**src/tpg_pkg.sv**
```systemverilog
// Shared types and constants of the serializer test pattern generator
package tpg_pkg;
    localparam int WORD_W = 14;
    localparam int REG_W = 8;
    localparam int FIFO_DEPTH = 8;
    localparam logic [13:0] MIN_CODE = 14'h0000;
    localparam logic [13:0] MAX_CODE = 14'h3fff;
    localparam logic [13:0] LFSR_TAPS = 14'h3500;
    localparam logic [13:0] LFSR_RESET = 14'h0001;
    localparam int HI_FIXED_W = 6;
    localparam int HI_LINK_W = 8;

    typedef enum logic [2:0] {
        MODE_FIXED = 3'h0,
        MODE_HGRAD = 3'h1,
        MODE_VGRAD = 3'h2,
        MODE_LATTICE = 3'h3,
        MODE_STRIPE = 3'h4,
        MODE_LINK_SYNC = 3'h5,
        MODE_LINK_ASYNC = 3'h6,
        MODE_RESERVED = 3'h7
    } pattern_mode_t;

    typedef enum logic [1:0] {
        ST_IDLE,
        ST_WAIT_LINE,
        ST_RUN
    } gen_state_t;

    typedef struct packed {
        logic [7:0] value_hi;
        logic [7:0] value_lo;
        logic [13:0] step;
        logic [15:0] pitch;
        logic [15:0] start_len;
        logic [15:0] width;
    } pattern_cfg_t;

    typedef struct packed {
        logic [13:0] ch1;
        logic [13:0] ch2;
    } pixel_pair_t;
endpackage : tpg_pkg

```
**src/pixel_fifo.sv**
```systemverilog
// Small synchronous FIFO with valid/ready on both sides
`timescale 1ns/1ps
module pixel_fifo #(
    parameter int WIDTH = 28,
    parameter int DEPTH = 8
) (
    input wire logic ref_clk_in,
    input wire logic rst_in,
    input wire logic [WIDTH-1:0] wr_data_in,
    input wire logic wr_valid_in,
    output logic wr_ready_out,
    output logic [WIDTH-1:0] rd_data_out,
    output logic rd_valid_out,
    input wire logic rd_ready_in
);
    localparam int AW = $clog2(DEPTH);
    logic [WIDTH-1:0] mem [DEPTH];
    logic [AW:0] wr_ptr;
    logic [AW:0] rd_ptr;
    logic do_wr;
    logic do_rd;
    logic full;
    logic empty;

    assign full = (wr_ptr[AW] != rd_ptr[AW]) && (wr_ptr[AW-1:0] == rd_ptr[AW-1:0]);
    assign empty = (wr_ptr == rd_ptr);
    assign do_wr = wr_valid_in && !full;
    assign do_rd = rd_ready_in && !empty;
    assign wr_ready_out = !full;
    assign rd_valid_out = !empty;
    assign rd_data_out = mem[rd_ptr[AW-1:0]];

    always_ff @(posedge ref_clk_in) begin
        if (do_wr) begin
            mem[wr_ptr[AW-1:0]] <= wr_data_in;
        end
        if (rst_in) begin
            wr_ptr <= '0;
            rd_ptr <= '0;
        end else begin
            if (do_wr) begin
                wr_ptr <= wr_ptr + 1'b1;
            end
            if (do_rd) begin
                rd_ptr <= rd_ptr + 1'b1;
            end
        end
    end
endmodule : pixel_fifo

```
**src/lvds_test_pattern_generator.sv**
```systemverilog
// Test pattern generator feeding the serializer input through a FIFO
//
// Contract
// - Fixed mode: 6 high, 8 low bits.
// - Horizontal gradient: start, hold pitch, add step.
// - Ramp runs to maximum then restarts.
// - Vertical gradient advances once every pitch lines.
// - Lattice: step on grid, value elsewhere.
// - Stripes alternate step and value codes.
// - Sync link test starts at line edge.
// - Async link test starts without line edge.
// - Link test code: 8 high, 8 low. The code keeps only the low 14 bits, so 6 high bits reach the word.
// - Pseudo random from x14+x13+x11+x9+1.
// - Pseudo random waits for line edge.
// - Three bit field selects pattern type.
// - Minimum code start period, then valid region.
// - Pattern starts at next line edge.
`timescale 1ns/1ps
module lvds_test_pattern_generator
    import tpg_pkg::*;
(
    input wire logic ref_clk_in,
    input wire logic rst_in,
    input wire logic pixel_en_in,
    input wire logic line_start_pulse_in,
    input wire logic test_mode_in,
    input wire logic pattern_en_in,
    input wire logic prbs_en_in,
    input wire logic [2:0] pattern_sel_in,
    input wire logic [7:0] value_hi_in,
    input wire logic [7:0] value_lo_in,
    input wire logic [13:0] step_in,
    input wire logic [15:0] pitch_in,
    input wire logic [15:0] start_len_in,
    input wire logic [15:0] width_in,
    input wire logic [13:0] adc_ch1_in,
    input wire logic [13:0] adc_ch2_in,
    output logic [13:0] ser_ch1_out,
    output logic [13:0] ser_ch2_out,
    output logic ser_valid_out,
    input wire logic ser_ready_in,
    output logic active_out,
    output logic stall_out
);
    typedef struct packed {
        gen_state_t st;
        logic [2:0] sync;
        logic line_prev;
        logic [15:0] px;
        logic [15:0] ln_cnt;
        logic [15:0] hold;
        logic [13:0] hval;
        logic [15:0] vhold;
        logic [13:0] vval;
        logic [13:0] lfsr;
        logic prbs_mode;
        logic [13:0] word;
        logic word_vld;
        logic [27:0] out_data;
        logic out_valid;
        logic active;
        logic stall;
    } gen_reg_t;

    gen_reg_t r;
    gen_reg_t next_r;
    logic line_edge;
    logic enabled;
    logic fifo_wr_ready;
    logic [27:0] fifo_rd_data;
    logic fifo_rd_valid;
    logic fifo_rd_ready;
    pixel_pair_t fifo_in;

    function automatic logic [13:0] lfsr_step(input logic [13:0] s);
        lfsr_step = {s[12:0], ^(s & LFSR_TAPS)};
    endfunction : lfsr_step

    // Saturating add keeps the ramp from wrapping past the top code
    function automatic logic [13:0] ramp_next(input logic [13:0] v, input logic [13:0] st);
        logic [14:0] sum;
        sum = {1'b0, v} + {1'b0, st};
        ramp_next = sum[14] ? MAX_CODE : sum[13:0];
    endfunction : ramp_next

    function automatic logic [13:0] fixed_code(input logic [7:0] hi, input logic [7:0] lo);
        fixed_code = {hi[HI_FIXED_W-1:0], lo};
    endfunction : fixed_code

    function automatic logic [13:0] link_code(input logic [7:0] hi, input logic [7:0] lo);
        logic [15:0] w;
        w = {hi[HI_LINK_W-1:0], lo};
        link_code = w[13:0];
    endfunction : link_code

    // Pin is asynchronous: three stages, edge counts once stages two and three agree
    assign line_edge = r.sync[1] && r.sync[2] && !r.line_prev;
    assign enabled = test_mode_in && (pattern_en_in || prbs_en_in);

    always_comb begin
        logic [13:0] pat;
        logic in_valid;
        logic grid_hit;
        logic [15:0] pel;
        pat = MIN_CODE;
        in_valid = 1'b0;
        grid_hit = 1'b0;
        pel = 16'h0000;
        next_r = r;
        next_r.sync = {r.sync[1:0], line_start_pulse_in};
        next_r.word_vld = 1'b0;
        if (r.sync[1] == r.sync[2]) begin
            next_r.line_prev = r.sync[2];
        end
        next_r.stall = !fifo_wr_ready;
        if (!enabled) begin
            next_r.st = ST_IDLE;
        end
        case (r.st)
            ST_IDLE: begin
                if (enabled) begin
                    next_r.prbs_mode = prbs_en_in;
                    next_r.lfsr = {value_hi_in[5:0], value_lo_in};
                    next_r.hval = {value_hi_in[5:0], value_lo_in};
                    next_r.vval = {value_hi_in[5:0], value_lo_in};
                    next_r.hold = 16'h0000;
                    next_r.vhold = 16'h0000;
                    next_r.ln_cnt = 16'h0000;
                    next_r.px = 16'h0000;
                    if (!prbs_en_in && pattern_sel_in == MODE_LINK_ASYNC) begin
                        next_r.st = ST_RUN;
                    end else begin
                        next_r.st = ST_WAIT_LINE;
                    end
                end
            end
            ST_WAIT_LINE: begin
                if (line_edge && enabled) begin
                    next_r.st = ST_RUN;
                end
            end
            ST_RUN: begin
                if (line_edge) begin
                    next_r.px = 16'h0000;
                    next_r.ln_cnt = r.ln_cnt + 16'h0001;
                    next_r.hold = 16'h0000;
                    next_r.hval = {value_hi_in[5:0], value_lo_in};
                    if (r.vhold + 16'h0001 >= pitch_in) begin
                        next_r.vhold = 16'h0000;
                        next_r.vval = (r.vval == MAX_CODE) ? {value_hi_in[5:0], value_lo_in}
                                                           : ramp_next(r.vval, step_in);
                    end else begin
                        next_r.vhold = r.vhold + 16'h0001;
                    end
                end else if (pixel_en_in && fifo_wr_ready) begin
                    next_r.word_vld = 1'b1;
                    next_r.px = r.px + 16'h0001;
                    in_valid = (r.px >= start_len_in) &&
                               ({1'b0, r.px} < {1'b0, start_len_in} + {1'b0, width_in});
                    pel = r.px - start_len_in;
                    grid_hit = (pitch_in != 16'h0000) &&
                               ((pel % pitch_in == 16'h0000) || (r.ln_cnt % pitch_in == 16'h0000));
                    if (in_valid) begin
                        if (r.hold + 16'h0001 >= pitch_in) begin
                            next_r.hold = 16'h0000;
                            next_r.hval = (r.hval == MAX_CODE) ? {value_hi_in[5:0], value_lo_in}
                                                               : ramp_next(r.hval, step_in);
                        end else begin
                            next_r.hold = r.hold + 16'h0001;
                        end
                    end
                    if (r.prbs_mode) begin
                        pat = r.lfsr;
                        next_r.lfsr = lfsr_step(r.lfsr);
                    end else begin
                        case (pattern_mode_t'(pattern_sel_in))
                            MODE_FIXED: pat = fixed_code(value_hi_in, value_lo_in);
                            MODE_HGRAD: pat = r.hval;
                            MODE_VGRAD: pat = r.vval;
                            MODE_LATTICE: pat = grid_hit ? step_in
                                                         : fixed_code(value_hi_in, value_lo_in);
                            MODE_STRIPE: pat = ((pitch_in != 16'h0000) && (pel / pitch_in) % 2 == 1)
                                               ? fixed_code(value_hi_in, value_lo_in) : step_in;
                            // link code built 8 and 8, then cut to the low 14 bits, so 6 high bits remain
                            MODE_LINK_SYNC: pat = link_code(value_hi_in, value_lo_in);
                            MODE_LINK_ASYNC: pat = link_code(value_hi_in, value_lo_in);
                            default: pat = MIN_CODE;
                        endcase
                    end
                    // Link test words ignore the start period and width
                    if (!r.prbs_mode && (pattern_sel_in == MODE_LINK_SYNC ||
                                         pattern_sel_in == MODE_LINK_ASYNC)) begin
                        next_r.word = pat;
                    end else begin
                        next_r.word = in_valid ? pat : MIN_CODE;
                    end
                end
            end
            default: next_r.st = ST_IDLE;
        endcase
        next_r.active = (next_r.st == ST_RUN);
        // Output word stands until the serializer takes it, so none is lost or doubled
        if (fifo_rd_ready) begin
            next_r.out_valid = fifo_rd_valid;
            next_r.out_data = fifo_rd_data;
        end
    end

    always_ff @(posedge ref_clk_in) begin
        if (rst_in) begin
            r <= '0;
            r.st <= ST_IDLE;
            r.lfsr <= LFSR_RESET;
        end else begin
            r <= next_r;
        end
    end

    always_comb begin
        if (r.active) begin
            fifo_in = {r.word, r.word};
        end else begin
            fifo_in = {adc_ch1_in, adc_ch2_in};
        end
    end

    // Output register drains the FIFO when the serializer accepts or the register holds no valid word
    assign fifo_rd_ready = ser_ready_in || !r.out_valid;

    pixel_fifo #(
        .WIDTH(28),
        .DEPTH(FIFO_DEPTH)
    ) u_fifo (
        .ref_clk_in(ref_clk_in),
        .rst_in(rst_in),
        .wr_data_in(fifo_in),
        .wr_valid_in(r.active ? r.word_vld : pixel_en_in),
        .wr_ready_out(fifo_wr_ready),
        .rd_data_out(fifo_rd_data),
        .rd_valid_out(fifo_rd_valid),
        .rd_ready_in(fifo_rd_ready)
    );

    assign ser_ch1_out = r.out_data[27:14];
    assign ser_ch2_out = r.out_data[13:0];
    assign ser_valid_out = r.out_valid;
    assign active_out = r.active;
    assign stall_out = r.stall;
endmodule : lvds_test_pattern_generator

```
**config.mk**
```make
export PLATFORM = sky130hd
export DESIGN_NAME = lvds_test_pattern_generator
export DESIGN_NICKNAME = d
export VERILOG_FILES = /design/src/tpg_pkg.sv /design/src/pixel_fifo.sv /design/src/lvds_test_pattern_generator.sv
export SDC_FILE = /design/constraint.sdc
export NUM_CORES = 2
export LEC_CHECK = 0
export ABC_AREA = 1
export BUFFER_PORTS_ARGS = -buffer_cell sky130_fd_sc_hd__buf_2
export CAP_MARGIN = 20
export CORE_MARGIN = 2
export CORE_UTILIZATION = 65
export DETAILED_ROUTE_END_ITERATION = 7
export PLACE_DENSITY = 0.9
export SLEW_MARGIN = 30
export SYNTH_ARGS = -nofsm -noshare
export SYNTH_HDL_FRONTEND = slang
export SYNTH_SLANG_ARGS = --single-unit
```
**constraint.sdc**
```tcl
create_clock -name ref_clk_in -period 228.4 [get_ports ref_clk_in]
set_input_delay 0 -clock ref_clk_in [delete_from_list [all_inputs] [get_ports ref_clk_in]]
set_output_delay 0 -clock ref_clk_in [all_outputs]
set_load 0.02 [all_outputs]
```
* Word level (Yosys, flattened, before mapping)
Memories as Yosys holds them, arrays and structs flattened. A register that Yosys moved wholly into a read port is not among the register bits. Index checks and enable logic that the tools add are counted.
Cells by class: $add $sub $neg 10, multipliers 0, div/mod/pow operators 3, order comparisons 4, equality and inequality tests 24, shift-type cells 0, mux-type cells 36, bitwise logic cells 2, reduce and logical (&&, ||, !) cells 40
Operators with widths (number):
- $pmux W106 S2 | 1
- $mux W14 | 14
- $mux W30 | 4
- $mux W107 | 1
- $mux W16 | 5
- $pmux W14 S5 | 1
- $add A16 B1 Y16 const B | 4
- $ge A16 B16 Y1 | 3
- $div A16 B16 Y32 | 1
- $logic_not A16 Y1 | 2
- $mod A16 B16 Y16 | 2
- $add A14 B14 Y15 | 2
- $eq A14 B14 Y1 const B | 2
- $mux W28 | 1
- $add A16 B16 Y17 | 1
- $lt A16 B17 Y1 | 1
- $reduce_bool A16 Y1 | 1
- $sub A16 B16 Y16 | 1
- $reduce_xor A14 Y1 | 1
- $logic_and A1 B1 Y1 | 13
- $ne A2 B2 Y1 const B | 6
- $reduce_and A5 Y1 | 2
- $eq A3 B3 Y1 const B | 3
- $ne A3 B3 Y1 const B | 3
- other kinds (22) | 44
Word-level totals: register bits after elaboration 139, latch bits 0, bits in writable memories 224, bits in read-only memories 0, input bits 117, output and inout port bits 31, word-level logic and storage cells 138, memories 1
Memories:
- u_fifo.mem | words 8, width 28, read ports 1, clocked after Yosys merged registers in 1, write ports 1, line pixel_fifo.sv:17 | logic [WIDTH-1:0] mem [DEPTH];

* Depth between registers and ports, before layout
word-level depth 10, gate-level depth with buffers 654, mapped depth without buffers 607

* By module
From an unflattened synthesis, not the netlist that was laid out.
Unflattened totals: cell total of the unflattened synthesis 8332, area, all modules 56141.3 µm²
By module, submodules not included:
- lvds_test_pattern_generator | times used 1, cells each 7541, area an instance 46726.1 µm², seq. area each 3183.1 µm²
- pixel_fifo | times used 1, cells each 791, area an instance 9415.3 µm², seq. area each 6946.7 µm²

* Worst setup path after synthesis
Ideal clock, no wire load.
kind input-to-reg, start point in pitch_in[2], end point reg r[36] (netlist bit), setup time 114 ps, arrival time 84595 ps, data required time 228286 ps, path slack 143691 ps, cell stages on the path 630, path buffers 47, cell sequence inv_1 nand2_1 nor3_1 nand4_1 nor2_2 nand3_1 nor2_1 nand2_1 nor2_1 ha_1 inv_1 nor2_1 nor2_1 nor2_1 inv_1 nor2_1 ha_1 inv_1 [594 not listed] a21oi_1 nor2_1 or2_2 a21oi_1 o21ai_0 a21oi_1 nand2_1 nor2_1 nand3_1 o21ai_4 buf_6 nand2_1 nand3_1 nand2_1 nand2_1 nand2_1 nand2_1 a21oi_2
Between the ends: word-level cells in the longest chain between the ends 9, elaborated cells between the ends (all ways) 15, those cells by class 3 x div; 6 x mux; 6 x reduce/logical
RTL lines:
- start: declaration | line lvds_test_pattern_generator.sv:33 | input wire logic [15:0] pitch_in,
- $mod A16 B16 Y16 | line lvds_test_pattern_generator.sv:162 | ((pel % pitch_in == 16'h0000) || (r.ln_cnt % pitch_in == 16'h0000));
- $logic_not A16 Y1 | line lvds_test_pattern_generator.sv:162
- $logic_or A1 B1 Y1 | line lvds_test_pattern_generator.sv:162
- $logic_and A1 B1 Y1 | line lvds_test_pattern_generator.sv:161 | grid_hit = (pitch_in != 16'h0000) &&
- $mux W14 | line lvds_test_pattern_generator.sv:180 | MODE_LATTICE: pat = grid_hit ? step_in
- $pmux W14 S5 (*) | line lvds_test_pattern_generator.sv:176 | case (pattern_mode_t'(pattern_sel_in))
- $mux W14 (*) | line lvds_test_pattern_generator.sv:172 | if (r.prbs_mode) begin
- $mux W14 | line lvds_test_pattern_generator.sv:195 | next_r.word = in_valid ? pat : MIN_CODE;
- $mux W14 (*) | line lvds_test_pattern_generator.sv:191 | if (!r.prbs_mode && (pattern_sel_in == MODE_LINK_SYNC ||
- end signal: assignment | line lvds_test_pattern_generator.sv:215 | r <= next_r;
- end: declaration | line lvds_test_pattern_generator.sv:65 | gen_reg_t r;
Every way passes the cells marked *; elsewhere a longest branch is shown, timed or not. A chain may end at the register's enable or synchronous reset.

* Worst setup path in the final report
start point reg r[137] (netlist bit), end point reg r[39] (netlist bit)
Between the ends: word-level cells in the longest chain between the ends 10, elaborated cells between the ends (all ways) 16, those cells by class 1 x add/sub; 2 x div; 2 x order compare; 6 x mux; 5 x reduce/logical
RTL lines:
- $sub A16 B16 Y16 | line lvds_test_pattern_generator.sv:160 | pel = r.px - start_len_in;
- $mod A16 B16 Y16 | line lvds_test_pattern_generator.sv:162
- $logic_not A16 Y1 | line lvds_test_pattern_generator.sv:162
- $logic_or A1 B1 Y1 | line lvds_test_pattern_generator.sv:162
- $logic_and A1 B1 Y1 | line lvds_test_pattern_generator.sv:161
- $mux W14 | line lvds_test_pattern_generator.sv:180
- $pmux W14 S5 | line lvds_test_pattern_generator.sv:176
- $mux W14 | line lvds_test_pattern_generator.sv:172
- $mux W14 | line lvds_test_pattern_generator.sv:195
- $mux W14 (*) | line lvds_test_pattern_generator.sv:191
Marks and branches as above.

==> impl_metrics.ini <==
[setup_path]
crit_path_max_incr_delay_ps = 730
cp_data_required_time_ps = 228840
cp-start-kind = register
crit_type = reg -> reg
cp_max_fo = 37
crit_top_cell = nand2_1
slowest_stage = xnor2_1
critical_path_arrival_ps = 100370
critPathCaptureType = register

[clock_tree]
worst_skew_pair.late_latency_ps = 590
clk_pin_slew_ps = 60
numCtsBuffers = 40
cts_resized = 0
clock-sinks = 391
cts_root_buffer = clkbuf_16
htree_levels = 2
clk_path_buf_depth = 3
tritoncts = built

[synth]
syn_inst = 8139
ys_types = 94
yosys_warnings = 0
synth-edff-count = 224
async_flop_share_pct = 0
yosysSeqAreaShare_pct = 18.0
ys.flop_type = edfxtp_1
syn_area_sq_um = 55800
avgSynthCellArea_sq_um = 6.86
ys_seq_elements = 391

[global_route]
grt_pass1_wl_um = 253000
grt_max_degree = 85
grt_pass1_vias = 52600
grt_use_total_pct = 33.9
grt-ovfl-total = 0
antenna_found_initial = 1

[drt]
drt_first_pass_iters = 8
drt_iter0_drc = 4869
drc = 2
drt-vias-per-instance = 5.99
wl_per_cell_um = 16.7
dr_total_vias = 56000
postRouteAntennaNets = 0
routed_wl_um = 156000

[cells_and_area]
regArea_sq_um = 10100
final_net_count = 9077
multi_input_area_sq_um = 40400
areaGrowthSynthToFinish_pct = 5.12
fillers = 6914
drive_gt1_share_pct = 8.49

[timing]
rsz0062_at_grt = no
worst_pin_slew_ps = 1000
skew_ps = 28.7
finalSetupViolCount = 0
finalMaxSlewViolations = 0
clock.fmax_mhz = 10.0
slew_headroom_pct = 32.7
finalSetupTns_ps = 0
hold_violations = 0
min_period_over_period_pct = 43.8
fin_crit_ps = 99930

[die]
ioPinCount = 148
initial_utilization_pct = 65.6
die_w_um = 297
fp.dieArea_sq_um = 88300
die_height_um = 297
coreArea_sq_um = 85100
rows = 107

[place]
place_congestion = 0.967
port_buffers = 145
hpwlAfterDp_um = 115000

[outcome]
outcome = finished with violations
violations = design-rule violations

[hold_path]
hold_path.class = in -> reg

[job]
maxCapViolCount = 0
-- worst max-delay path: cells and delay by family (launching register included) --
kind | cells | cell delay [ps]
AO/OA/AOI/OAI | 236 | 49180
AND/OR/NAND/NOR | 205 | 25490
buffers and inverters | 114 | 13240
adder cells (fa/ha/maj) | 33 | 10480
XOR/XNOR | 1 | 730
flip-flops | 1 | 350
-- Yosys cell counts (34+ instances only) --
| master | number | area share [%] |
|---|---|---|
| a21o_1 | 114 | 1.5 |
| a21oi_1 | 590 | 5.3 |
| buf_4 | 34 | 0.46 |
| clkbuf_1 | 155 | 1.0 |
| dfxtp_1 | 167 | 6.0 |
| edfxtp_1 | 224 | 12 |
| ha_1 | 779 | 17 |
| inv_1 | 1065 | 7.2 |
| nand2_1 | 1715 | 12 |
| nand2_2 | 85 | 0.95 |
| nand3_1 | 356 | 3.2 |
| nand3_2 | 61 | 1.1 |
| nand4_1 | 111 | 1.2 |
| nor2_1 | 522 | 3.5 |
| nor3_1 | 90 | 0.81 |
| o21ai_0 | 696 | 6.2 |
| o21bai_1 | 91 | 1.2 |
| o22ai_1 | 45 | 0.50 |
| o31ai_1 | 37 | 0.50 |
| or2_2 | 71 | 0.80 |
| xnor2_1 | 241 | 3.8 |
| xor2_1 | 325 | 5.1 |
-- final cells by class --
cell class | instances | area share [%]
multi-input cells | 6413 | 68.8
well taps | 1144 | 2.44
inverters | 1110 | 7.14
clock buffers | 57 | 1.87
flip-flops and latches | 391 | 17.2
diodes | 2 | 0.00853
clock inverters | 17 | 0.350
repair buffers | 219 | 2.27
-- what timing repair did --
| item | 4_1_cts | 5_1_grt |
|---|---|---|
| endpoints found under the hold margin | 38 | 0 |
| hold buffers | 21 | 0 |
| buffers inserted | 0 | 0 |
-- logic make-up (layout without fill, tap and decap cells) --
family / Yosys count / in the layout / share of synthesized area, %
AND/OR/NAND/NOR: 3179 / 3179 / 26.0
AO/OA/AOI/OAI: 1861 / 1861 / 19.4
buffers and inverters: 1350 / 1403 / 9.90
adder cells (fa/ha/maj): 785 / 785 / 17.7
XOR/XNOR: 566 / 566 / 8.88
flip-flops: 391 / 391 / 18.0
multiplexers: 6 / 6 / 0.121
other: 1 / 18 / 0.00672
-- metrics by stage --
stage / setup WS, ps / std cells / area, sq um / utilization, % / hold slack (ps)
2_1_floorplan: 143690 / 8154 / 55900 / - / 107
3_3_place_gp: 134170 / 9255 / 57200 / 67.1 / 201
3_5_place_dp: 130920 / 9256 / 57200 / 67.1 / 217
4_1_cts: 130480 / 9351 / 58700 / 68.9 / 6.27
5_1_grt: 118200 / 9352 / 58700 / 68.9 / 27.2
6_report: 128470 / 9353 / 58700 / 68.9 / 0.161
-- sequential cells by signal, summed over array words and instances, names as in the netlist --
register,cells
u_fifo.mem,224
r,126
ser_ch1_out,14
ser_ch2_out,14
u_fifo.rd_ptr,4
u_fifo.wr_ptr,4
next_r,2
active_out,1
ser_valid_out,1
stall_out,1
-- path summary, 6_finish.rpt --
kind,start,endpoint,slack [ps],cells after the start
setup / recovery,r[137],r[39],128470,589
hold / removal,adc_ch2_in[9],u_fifo.mem[7][9],0.2,3
setup reg to reg,r[137],r[39],128470,589
hold reg to reg,next_r[156],r[156],440,2
-- layout by cell type (no fill, tap or decap), types with 145 or more instances in the layout --
master    Yosys  routed
a21oi_1     590     589
buf_2         3     145
dfxtp_1     167     165
edfxtp_1    224     224
ha_1        779     779
inv_1      1065    1049
nand2_1    1715    1713
nand3_1     356     356
nor2_1      522     513
o21ai_0     696     688
xnor2_1     241     241
xor2_1      325     325
-- per-layer routing --
metal	wire length (um)	global-route usage, %
met1	63200	42.4
met4	7060	14.8
met5	0	0
met3	14800	6.27
met2	70800	56.8
Power is left out: the tool's default activity adds up to more than one toggle a clock period on the data nets, which glitch-free logic cannot reach.
